==> src/verilog/clk_status_pkg.sv <==
// constants, register map and field layout of the input divider and alarm status bank
package clk_status_pkg;
	localparam int ADDR_W = 8;
	localparam int DATA_W = 8;
	localparam int DIV_W = 19;
	localparam int RATE_W = 3;

	localparam logic [7:0] OFF_DIV_HIGH = 8'h2E;
	localparam logic [7:0] OFF_DIV_MID = 8'h2F;
	localparam logic [7:0] OFF_DIV_LOW = 8'h30;
	localparam logic [7:0] OFF_RATE_SEL = 8'h37;
	localparam logic [7:0] OFF_ACTIVE = 8'h80;
	localparam logic [7:0] OFF_ABSENT = 8'h81;
	localparam logic [7:0] OFF_HOLD_LOCK = 8'h82;

	localparam logic [18:0] RST_DIVIDER = 19'h00000;
	localparam logic [2:0] RST_RATE = 3'h0;
	localparam logic [2:0] RATE_MAX_LEGAL = 3'h5;

	localparam int DIV_HIGH_LSB = 16;
	localparam int DIV_MID_LSB = 8;
	localparam int HIGH_FIELD_W = 3;
	localparam int RATE2_LSB = 3;
	localparam int RATE1_LSB = 0;

	localparam int ACT1_BIT = 0;
	localparam int ACT2_BIT = 1;
	localparam int ABS_REF_BIT = 0;
	localparam int ABS1_BIT = 1;
	localparam int ABS2_BIT = 2;
	localparam int UNLOCK_BIT = 0;
	localparam int FOS1_BIT = 1;
	localparam int FOS2_BIT = 2;
	localparam int HOLD_VALID_BIT = 6;

	localparam logic [7:0] RST_ACTIVE_REG = 8'h20;
	localparam logic [7:0] RST_ZERO = 8'h00;

	typedef enum logic [1:0] {
		SEL_NONE = 2'b00,
		SEL_FIRST = 2'b01,
		SEL_SECOND = 2'b10
	} input_sel_t;
endpackage

==> src/verilog/clk_input_status.sv <==
// second-input divider, rate selects and live alarm/lock status registers
// Behaviour
// RULE1: second-input divider is 19 bits spread high[2:0], mid[7:0], low[7:0].
// RULE2: 3-bit rate codes 0..5 pick monitor range; codes 6 and 7 reserved.
// RULE3: active bit 0 is 1 while first input drives the PLL.
// RULE4: active bit 1 is 1 while second input drives the PLL.
// RULE5: absent register bit 2 second input, bit 1 first input, live.
// RULE6: absent register bit 0 is the reference input alarm, live.
// RULE7: bit 6 reads 1 only once hold history is filled.
// RULE8: offset alarms on bit 2 second input, bit 1 first input.
// RULE9: bit 0 reads 1 while the PLL is unlocked, 0 locked.
// RULE10: each live alarm feeds an outside sticky flag cleared by writing 0.
// RULE11: writes to read-only and reserved bits ignored; reserved reads zero; the active register reads 0x20 until its first capture after reset.
// RULE12: status bytes are captured together so one read is coherent.
`timescale 1ns/1ps
`default_nettype none
module clk_input_status
	import clk_status_pkg::*;
(
	input wire logic clk_sys, // system clock
	input wire logic rst_n, // async reset, active low
	input wire logic reg_wr, // host write strobe
	input wire logic reg_rd, // host read strobe
	input wire logic [clk_status_pkg::ADDR_W-1:0] reg_addr, // register offset
	input wire logic [clk_status_pkg::DATA_W-1:0] reg_wdata, // write data
	output logic [clk_status_pkg::DATA_W-1:0] reg_rdata, // read data, registered
	output logic reg_hit, // address maps to this bank
	input wire clk_status_pkg::input_sel_t input_select, // input chosen by selection logic
	input wire logic first_input_signal_absent, // live alarm, first input
	input wire logic second_input_signal_absent, // live alarm, second input
	input wire logic reference_signal_absent, // live alarm, reference
	input wire logic first_input_freq_offset, // live offset alarm, first input
	input wire logic second_input_freq_offset, // live offset alarm, second input
	input wire logic pll_unlocked, // live lock state, 1 unlocked
	input wire logic hold_history_valid, // hold history filled
	output logic [clk_status_pkg::DIV_W-1:0] second_input_divider, // divider value
	output logic [clk_status_pkg::RATE_W-1:0] first_input_rate_select, // monitor range
	output logic [clk_status_pkg::RATE_W-1:0] second_input_rate_select, // monitor range
	output logic first_input_active, // first input drives the PLL
	output logic second_input_active, // second input drives the PLL
	output logic [4:0] live_alarms, // to sticky flags: ref, abs1, abs2, fos1, fos2... see note
	output logic rate_write_refused // pulse: reserved rate code written
);
	import clk_status_pkg::*;

	typedef struct packed {
		logic [DIV_W-1:0] div;
		logic [RATE_W-1:0] rate1;
		logic [RATE_W-1:0] rate2;
		logic [DATA_W-1:0] rdata;
		logic refused;
	} bank_state_t;

	bank_state_t s_q;
	bank_state_t s_d;

	logic [7:0] live_active;
	logic [7:0] live_absent;
	logic [7:0] live_hold;
	logic [7:0] snap_active;
	logic [7:0] snap_absent;
	logic [7:0] snap_hold;
	logic [2:0] rate1_next;
	logic [2:0] rate2_next;
	logic rate1_bad;
	logic rate2_bad;
	logic act1;
	logic act2;
	logic [DIV_W-1:0] div_next;
	logic [7:0] rd_byte;
	// one-hot decode, shared by the write and read paths
	logic wr_div_high;
	logic wr_div_mid;
	logic wr_div_low;
	logic wr_rate;
	logic rd_div_high;
	logic rd_div_mid;
	logic rd_div_low;
	logic rd_rate;
	logic rd_active;
	logic rd_absent;
	logic rd_hold;
	logic rd_unmapped;

	function automatic logic [7:0] place_bit(input logic v, input int pos);
		logic [7:0] r;
		r = RST_ZERO;
		r[pos[2:0]] = v;
		return r;
	endfunction

	function automatic logic is_mapped(input logic [ADDR_W-1:0] a);
		logic hit;
		hit = 1'b0;
		unique case (a)
			OFF_DIV_HIGH, OFF_DIV_MID, OFF_DIV_LOW, OFF_RATE_SEL: begin
				hit = 1'b1;
			end
			OFF_ACTIVE, OFF_ABSENT, OFF_HOLD_LOCK: begin
				hit = 1'b1;
			end
			default: begin
				hit = 1'b0;
			end
		endcase
		return hit;
	endfunction

	// status bytes: any bit not placed here is reserved and reads zero, except active bit 5 until the first capture after reset
	function automatic logic [7:0] pack_active(input logic a1, input logic a2);
		return place_bit(a1, ACT1_BIT) | place_bit(a2, ACT2_BIT);
	endfunction

	function automatic logic [7:0] pack_absent(input logic ref_abs, input logic abs1, input logic abs2);
		logic [7:0] r;
		r = place_bit(ref_abs, ABS_REF_BIT);
		r = r | place_bit(abs1, ABS1_BIT);
		r = r | place_bit(abs2, ABS2_BIT);
		return r;
	endfunction

	function automatic logic [7:0] pack_hold(input logic u, input logic f1, input logic f2, input logic hv);
		logic [7:0] r;
		r = place_bit(u, UNLOCK_BIT);
		r = r | place_bit(f1, FOS1_BIT);
		r = r | place_bit(f2, FOS2_BIT);
		r = r | place_bit(hv, HOLD_VALID_BIT);
		return r;
	endfunction

	function automatic logic [7:0] high_byte(input logic [DIV_W-1:0] d);
		logic [7:0] r;
		r = RST_ZERO;
		r[HIGH_FIELD_W-1:0] = d[DIV_HIGH_LSB +: HIGH_FIELD_W];
		return r;
	endfunction

	function automatic logic [7:0] rate_byte(input logic [RATE_W-1:0] r1, input logic [RATE_W-1:0] r2);
		logic [7:0] r;
		r = RST_ZERO;
		r[RATE1_LSB +: RATE_W] = r1;
		r[RATE2_LSB +: RATE_W] = r2;
		return r;
	endfunction

	// an input counts as active only while selected and its signal-absent alarm is clear
	assign act1 = (input_select == SEL_FIRST) && !first_input_signal_absent; // RULE3
	assign act2 = (input_select == SEL_SECOND) && !second_input_signal_absent; // RULE4

	always_comb begin
		live_active = pack_active(act1, act2); // RULE3 RULE4
		live_absent = pack_absent(reference_signal_absent, // RULE6
			first_input_signal_absent, // RULE5
			second_input_signal_absent); // RULE5
		live_hold = pack_hold(pll_unlocked, // RULE9
			first_input_freq_offset, // RULE8
			second_input_freq_offset, // RULE8
			hold_history_valid); // RULE7
	end

	// snapshot refreshes every cycle except the one a read is served from
	status_snapshot u_snap (
		.clk_sys(clk_sys),
		.rst_n(rst_n),
		.capture(!reg_rd), // RULE12
		.live_active(live_active),
		.live_absent(live_absent),
		.live_hold(live_hold),
		.snap_active(snap_active),
		.snap_absent(snap_absent),
		.snap_hold(snap_hold)
	);

	rate_guard u_guard1 (
		.cur_rate(s_q.rate1),
		.new_rate(reg_wdata[RATE1_LSB +: RATE_W]),
		.next_rate(rate1_next),
		.refused(rate1_bad)
	);

	rate_guard u_guard2 (
		.cur_rate(s_q.rate2),
		.new_rate(reg_wdata[RATE2_LSB +: RATE_W]),
		.next_rate(rate2_next),
		.refused(rate2_bad)
	);

	// decode once so the write and read paths cannot disagree on an offset
	always_comb begin
		wr_div_high = 1'b0;
		wr_div_mid = 1'b0;
		wr_div_low = 1'b0;
		wr_rate = 1'b0;
		rd_div_high = 1'b0;
		rd_div_mid = 1'b0;
		rd_div_low = 1'b0;
		rd_rate = 1'b0;
		rd_active = 1'b0;
		rd_absent = 1'b0;
		rd_hold = 1'b0;
		rd_unmapped = 1'b0;
		unique case (reg_addr)
			OFF_DIV_HIGH: begin
				wr_div_high = reg_wr;
				rd_div_high = reg_rd;
			end
			OFF_DIV_MID: begin
				wr_div_mid = reg_wr;
				rd_div_mid = reg_rd;
			end
			OFF_DIV_LOW: begin
				wr_div_low = reg_wr;
				rd_div_low = reg_rd;
			end
			OFF_RATE_SEL: begin
				wr_rate = reg_wr;
				rd_rate = reg_rd;
			end
			// status offsets take no write strobe, so host writes fall away
			OFF_ACTIVE: begin
				rd_active = reg_rd; // RULE11
			end
			OFF_ABSENT: begin
				rd_absent = reg_rd; // RULE11
			end
			OFF_HOLD_LOCK: begin
				rd_hold = reg_rd; // RULE11
			end
			default: begin
				rd_unmapped = reg_rd; // RULE11
			end
		endcase
	end

	assign reg_hit = is_mapped(reg_addr);

	// divider bytes land independently; the host sees each one at once
	always_comb begin
		div_next = s_q.div;
		if (wr_div_high) begin
			div_next[DIV_HIGH_LSB +: HIGH_FIELD_W] = reg_wdata[HIGH_FIELD_W-1:0]; // RULE1 RULE11
		end
		if (wr_div_mid) begin
			div_next[DIV_MID_LSB +: DATA_W] = reg_wdata; // RULE1
		end
		if (wr_div_low) begin
			div_next[DATA_W-1:0] = reg_wdata; // RULE1
		end
	end

	// unmapped offsets and reserved bits come out as zero, bar active bit 5 until the first snapshot capture
	always_comb begin
		rd_byte = RST_ZERO;
		if (rd_div_high) begin
			rd_byte = high_byte(s_q.div); // RULE1 RULE11
		end
		if (rd_div_mid) begin
			rd_byte = s_q.div[DIV_MID_LSB +: DATA_W]; // RULE1
		end
		if (rd_div_low) begin
			rd_byte = s_q.div[DATA_W-1:0]; // RULE1
		end
		if (rd_rate) begin
			rd_byte = rate_byte(s_q.rate1, s_q.rate2); // RULE2 RULE11
		end
		if (rd_active) begin
			rd_byte = snap_active; // RULE3 RULE4 RULE12
		end
		if (rd_absent) begin
			rd_byte = snap_absent; // RULE5 RULE6 RULE12
		end
		if (rd_hold) begin
			rd_byte = snap_hold; // RULE7 RULE8 RULE9 RULE12
		end
		if (rd_unmapped) begin
			rd_byte = RST_ZERO; // RULE11
		end
	end

	always_comb begin
		s_d = s_q;
		s_d.div = div_next;
		s_d.refused = 1'b0;
		// a reserved code in one field leaves the other field free to change
		if (wr_rate) begin
			s_d.rate1 = rate1_next; // RULE2
			s_d.rate2 = rate2_next; // RULE2
			s_d.refused = rate1_bad | rate2_bad; // RULE2
		end
		// read data moves only on a read, so a slow host sees a steady byte
		if (reg_rd) begin
			s_d.rdata = rd_byte; // RULE12
		end
	end

	always_ff @(posedge clk_sys or negedge rst_n) begin
		if (!rst_n) begin
			s_q <= '{div: RST_DIVIDER, rate1: RST_RATE, rate2: RST_RATE, rdata: RST_ZERO, refused: 1'b0};
		end else begin
			s_q <= s_d;
		end
	end

	assign reg_rdata = s_q.rdata;
	assign second_input_divider = s_q.div;
	assign first_input_rate_select = s_q.rate1;
	assign second_input_rate_select = s_q.rate2;
	assign first_input_active = act1;
	assign second_input_active = act2;
	assign rate_write_refused = s_q.refused;
	// sticky flags live outside; they take these live levels
	assign live_alarms = {second_input_freq_offset, first_input_freq_offset,
		second_input_signal_absent, first_input_signal_absent, reference_signal_absent}; // RULE10
endmodule
`default_nettype wire

==> src/verilog/status_snapshot.sv <==
// coherent snapshot of live alarm, lock and active-input bits
`timescale 1ns/1ps
`default_nettype none
module status_snapshot
	import clk_status_pkg::*;
(
	input wire logic clk_sys, // system clock
	input wire logic rst_n, // async reset, active low
	input wire logic capture, // load new snapshot
	input wire logic [7:0] live_active, // live active-input byte
	input wire logic [7:0] live_absent, // live signal-absent byte
	input wire logic [7:0] live_hold, // live hold/offset/lock byte
	output logic [7:0] snap_active, // held active-input byte
	output logic [7:0] snap_absent, // held signal-absent byte
	output logic [7:0] snap_hold // held hold/offset/lock byte
);
	typedef struct packed {
		logic [7:0] act;
		logic [7:0] abs;
		logic [7:0] hold;
	} snap_state_t;

	snap_state_t s_q;
	snap_state_t s_d;

	// all three bytes load on one edge so a read never mixes two moments
	always_comb begin
		s_d = s_q;
		if (capture) begin
			s_d.act = live_active; // RULE12
			s_d.abs = live_absent; // RULE12
			s_d.hold = live_hold; // RULE12
		end
	end

	always_ff @(posedge clk_sys or negedge rst_n) begin
		if (!rst_n) begin
			s_q <= '{act: RST_ACTIVE_REG, abs: RST_ZERO, hold: RST_ZERO};
		end else begin
			s_q <= s_d;
		end
	end

	assign snap_active = s_q.act;
	assign snap_absent = s_q.abs;
	assign snap_hold = s_q.hold;
endmodule
`default_nettype wire

==> src/verilog/rate_guard.sv <==
// keeps a rate-select field from taking a reserved code
`timescale 1ns/1ps
`default_nettype none
module rate_guard
	import clk_status_pkg::*;
(
	input wire logic [2:0] cur_rate, // stored rate code
	input wire logic [2:0] new_rate, // code from the host write
	output logic [2:0] next_rate, // code to store
	output logic refused // host tried a reserved code
);
	// a reserved code would leave the offset monitor with no range
	always_comb begin
		refused = (new_rate > RATE_MAX_LEGAL); // RULE2
		next_rate = refused ? cur_rate : new_rate; // RULE2
	end
endmodule
`default_nettype wire

==> config.mk <==
export PLATFORM = sky130hd
export DESIGN_NAME = clk_input_status
export DESIGN_NICKNAME = d
export VERILOG_FILES = /design/src/verilog/clk_status_pkg.sv /design/src/verilog/clk_input_status.sv /design/src/verilog/status_snapshot.sv /design/src/verilog/rate_guard.sv
export SDC_FILE = /design/constraint.sdc
export NUM_CORES = 1
export LEC_CHECK = 0
export ABC_CLOCK_PERIOD_IN_PS = 2200
export BUFFER_PORTS_ARGS = -buffer_cell sky130_fd_sc_hd__buf_4
export CORE_MARGIN = 2
export CORE_UTILIZATION = 45
export CTS_BUF_LIST = sky130_fd_sc_hd__clkbuf_8
export CTS_CLUSTER_DIAMETER = 150
export DETAILED_ROUTE_END_ITERATION = 16
export PLACE_DENSITY = 0.8
export SYNTH_ARGS = -nofsm -noshare
export SYNTH_HDL_FRONTEND = slang
export SYNTH_SLANG_ARGS = --single-unit
==> constraint.sdc <==
create_clock -name clk_sys -period 2.2 [get_ports clk_sys]
set_clock_uncertainty 0.15 [all_clocks]
set_input_delay 0.11 -clock clk_sys [delete_from_list [all_inputs] [get_ports clk_sys]]
set_output_delay 0.11 -clock clk_sys [all_outputs]
set_load 0.02 [all_outputs]
# After elaboration in Yosys (flattened, before gate mapping)
# Cells that the tools add are included.
dict set report classes {
  order_cmp 2
  eq_ne 9
  muxes 22
  n_bitwise 9
  reduce_logical 7
}
# op count
set ops {}
lappend ops {{$mux 8} 7}
lappend ops {{$eq 8x6->1 const B} 4}
lappend ops {{$eq 8x8->1 const B} 3}
lappend ops {{$mux 1} 14}
lappend ops {{$or 3x7->7} 1}
lappend ops {{$reduce_or 7->1} 1}
lappend ops {{$gt 3x3->1 const B} 2}
lappend ops {{$or 1x2->2} 3}
lappend ops {{$or 2x3->3} 2}
lappend ops {{$reduce_and 2->1} 2}
lappend ops {{$mux 3} 1}
lappend ops {{$eq 2x1->1 const B} 1}
lappend ops {{$eq 2x2->1 const B} 1}
lappend ops {{$logic_and 1x1->1} 2}
lappend ops {{$logic_not 1->1} 2}
lappend ops {{$not 1->1} 2}
lappend ops {{$or 1x1->1} 1}
dict set report word_totals {
  regBits 58
}

# Depth between registers and ports, before layout
dict set report logic_depth {
  depth_word 10
  ltp_mapped 7
}

# Modules after synthesis
# Synthesis repeated with hierarchy kept, for this count alone.
dict set report unflattened {
  cells_unflattened 251
  area_unflattened_um2 3079.2
}
# mod instances cells_per_inst area_per_inst_um2 seq_area_each_um2
set modules_own_cells {}
lappend modules_own_cells {clk_input_status 1 188 1988.2 850.8}
lappend modules_own_cells {status_snapshot 1 51 998.5 601.8}
lappend modules_own_cells {rate_guard 2 6 46.3 0.0}

# Worst setup path after synthesis
# OpenSTA, ideal clock, no wires.
dict set report synth_path {
  path_type {input port to flip-flop}
  from {in reg_addr[0] in the netlist's numbering}
  to {reg s_q, in the netlist first_input_rate_select[0]}
  setup_time_ns 0.125
  t_arrival_ns 1.252
  t_required_ns 1.925
  slack_ns 0.673
  path_stages 7
  n_path_buf 2
  path_cell_list {buf_4 nand3_2 nor2_1 nand3_1 buf_2 a21oi_1 mux2_2}
}
dict set report synth_between {
  elab_chain_cells 3
}
# element line
set synth_lines {}
lappend synth_lines {{from (decl)} clk_input_status.sv:24} ;# input wire logic [clk_status_pkg::ADDR_W-1:0] reg_addr,
lappend synth_lines {{$eq 8x6->1} clk_input_status.sv:202} ;# unique case (reg_addr)
lappend synth_lines {{$mux 1} clk_input_status.sv:202}
lappend synth_lines {{$reduce_and 2->1 (no source line)} n/a}
lappend synth_lines {{to (signal assigned)} clk_input_status.sv:298} ;# s_q <= '{div: RST_DIVIDER, rate1: RST_RATE, rate2: RST_RATE, rdata: RST_ZERO, refused: 1'b0};
lappend synth_lines {{to (decl)} clk_input_status.sv:54} ;# bank_state_t s_q;
# Every way passes these cells.
# A chain may end at the register's enable or synchronous reset.

# Worst setup path after layout
dict set report layout_path {
  from {in reg_addr[4] in the netlist's numbering}
  to {out reg_hit}
}
dict set report layout_between {
  elab_chain_cells 3
  word_cells_on_any_way 9
  classes_between {eq/ne (7); mux (1); reduce/logical (1)}
}
# element line
set layout_lines {}
lappend layout_lines {{$eq 8x8->1 / $eq 8x6->1 (equally long branches)} clk_input_status.sv:95} ;# unique case (a)
lappend layout_lines {{$reduce_or 7->1 (no source line) (*)} n/a}
lappend layout_lines {{$mux 1 (*)} clk_input_status.sv:95}
lappend layout_lines {{to (decl)} clk_input_status.sv:27} ;# output logic reg_hit,
# Every way passes the cells marked *; elsewhere a longest branch is shown, timed or not.

==> impl_results.md <==
* Outcome: complete, no violations
* Post-CTS sizing at 0
* Slowest CP cell: nor4b_1
* Max incr delay on CP at approximately 0.4 ns
* Max Cap Viol at 0
* Synth top area share at 48.5%
* H-tree depth at 2
* DPL Wire Length at between 4000 and 5000 um
* Final hold violations at 0
* Die X at about 74 um
* Synthesized instance count at 191
* Multi-input logic area at 0.00103 sq mm
* Post-layout instance area at approximately 0.003 sq mm
* Crit path max fanout at 7
* Worst slew pin tran at 0.562 ns
* Min Tclk post-route at about 1.6 ns
* # DRC at 0
* CTS Sinks at 44
* First-pass GRT wire length at ~8700 um
* Drt wl/cell at ~16 um
* Setup crit start: reg_addr[4]
* VDD IR-drop max at roughly 0.33 mV
* CTS tree: yes
* Critical path startpoint category: input pin
* Synth unique cells at 48
* Most common cell in the netlist: dfrtp_1
* Area growth, synth to finish at 36.5%
* IO Count at 71
* Post-synth EDFFs at 0
* Share of layout cells above drive strength 1 at a little over two fifths
* RSZ-0062 raised after global routing: no
* CP delay by family, top: simple AND/OR/NAND/NOR gates
* Synth warn at 0
* Pins Over Slew Limit at 0
* Final period utilization at approximately 73%
* Setup_tns at 0 ns
* Critical path cell sequence: buf_4, nor4b_1, nand2_1, nor2_1, nor2_1, nand2_1, buf_4
* Asr flop ratio synth at 100%
* Vias in the first global route at roughly 1800
* Setup bufs post-CTS at 0
* All-Layer GR Usage at 21.4%
* CP Data Arrival Time at 1.34 ns
* Die H at around 74 um
* Row cnt at 25
* Root Buffer: clkbuf_8
* DR vias at about 1900
* Average size of a mapped cell at 11.6 sq um
* Total congestion overflow at 0
* Deepest clock path buffer count at 2
* DR vias/cell at ~5.5
* Core area at ~0.0047 sq mm
* Routed Wire Length at approximately 5600 um
* Number of port buffers at 70
* WP data required at just under 2 ns
* Worst path bufs/invs at 2
* Worst-path clk slew at roughly 0.08 ns
* Final net count at between 300 and 400
* Worst hold path type: input pin to flop
* Initial Utilization at between 40% and 50%
* Reg2reg start: second_input_divider[10]
* Area contributors post-synth: dfrtp_1 49%, mux2_2 15%, nor2_1 2.9%
* Crit Path Category: input pin to output pin
* N_diodes at 0
* Max Fclk at 0.624 GHz
* Leakage power at between 0.001 and 0.0015 uW
* CP Capture Type: output pin
* Pin count of the biggest net entering global routing at 45
* Synthesized area at ~0.0022 sq mm
* Slew headroom at between 60% and 70%
* Post-synth top cells: 43 x dfrtp_1, 30 x mux2_2, 17 x nor2_1
* DP Area at roughly 0.0028 sq mm
* Setup violators final at 0
* DR iter-0 viols at about 130
* Cell taking the most area after synthesis: dfrtp_1
* Mapped Nets at 220
* Die area at 0.00550 sq mm
* Power Dens Cells at approximately 570 mW/mm^2
* Num CTS Buffers at 5
* Main synth FF type: dfrtp_1
* CTS hold repair buffers at 16
* Routability Congestion at around 0.86
* Fill cells at 395
* Final ANT Viol Nets at 0
* TritonRoute pass-1 iters at 4
* Clock latency on the worst-skew pair at 0.30 ns
* Initial antenna violation count at 0
* Sequential Area at 0.00110 sq mm
* Seq/Total Area, Yosys at 49.7%
* Flops & latches, synth at 44
* Worst Min Path Start: reg_rd
[through the flow]
stage / cells / hold slack (ns) / worst slack [ns] / power, uW / utilization [%]
after floorplan: 191 / -0.336 / 0.673 / 1030 / -
after global placement: 319 / -0.0210 / 0.458 / 1160 / 58.6
after detailed placement: 319 / -0.0101 / 0.384 / 1170 / 58.6
after CTS: 342 / 0.0267 / 0.614 / 1730 / 64.1
after global routing: 342 / 0.0395 / 0.451 / 1780 / 64.1
final: 342 / 0.0352 / 0.596 / 1720 / 64.1
[worst reg2reg max path, stage by stage (launching register included)]
cell	delay, ns
dfrtp_1	0.40
mux2i_1	0.16
o22ai_1	0.10
a21oi_1	0.13
nor3_1	0.09
a311o_1	0.32
[power breakdown]
group          internal [uW]  leakage, uW  total [uW]  switching [uW]
Clock                    280    0.0000503         542             263
Combinational            145     0.000837         295             151
Sequential               849     0.000585         879            29.9
[cell families (layout without fill, tap and decap cells)]
family / count (synthesis) / after routing / synth area share (%)
simple gates: 56 / 56 / 16.1
mux: 33 / 33 / 16.9
flops: 44 / 44 / 49.7
compound gates: 43 / 43 / 13.3
buf+inv: 15 / 99 / 3.95
[worst paths after layout]
check,to,slack (ns),cells past startpoint
max,reg_hit,0.60,7
min,u_snap.snap_active[5],0.04,2
max reg2reg,reg_rdata[2],0.73,5
min reg2reg,reg_rdata[7],0.35,1
max in group asynchronous,reg_rdata[0],1.31,2
min in group asynchronous,reg_rdata[2],0.20,2
[registers in the layout, indices dropped and copies added (netlist names)]
name / flops
reg_rdata: 8
second_input_rate_select: 3
rate_write_refused: 1
second_input_divider: 19
u_snap.snap_absent: 3
u_snap.snap_active: 3
u_snap.snap_hold: 4
first_input_rate_select: 3
[cell usage in the layout, fill, tap and decap left out, drive strengths merged, types with 4 or more instances in the layout]
cell type	count
a31oi	6
clkbuf	7
o21ai	7
o22a	4
dlygate4sd3	16
nor2b	5
nor3	4
a22oi	4
nand2	10
a21oi	8
nor2	18
buf	72
dfrtp	43
mux2	32
nand3	5
[layout make-up]
class	count	area share, %
inverter	4	0.496
multi-input combinational	132	34.0
tap	67	2.77
timing repair buffer	88	23.2
clock buffer	7	3.18
sequential	44	36.4
[per-layer routing]
layer	vias up	GRT usage, %	routed length [um]
met2	80	35.6	2750
li1	866	-	-
met3	9	5.69	388
met1	920	27.2	2380
met4	0	6.87	81
met5	-	0	0
No activity file was read; power rests on OpenSTA's default activity.
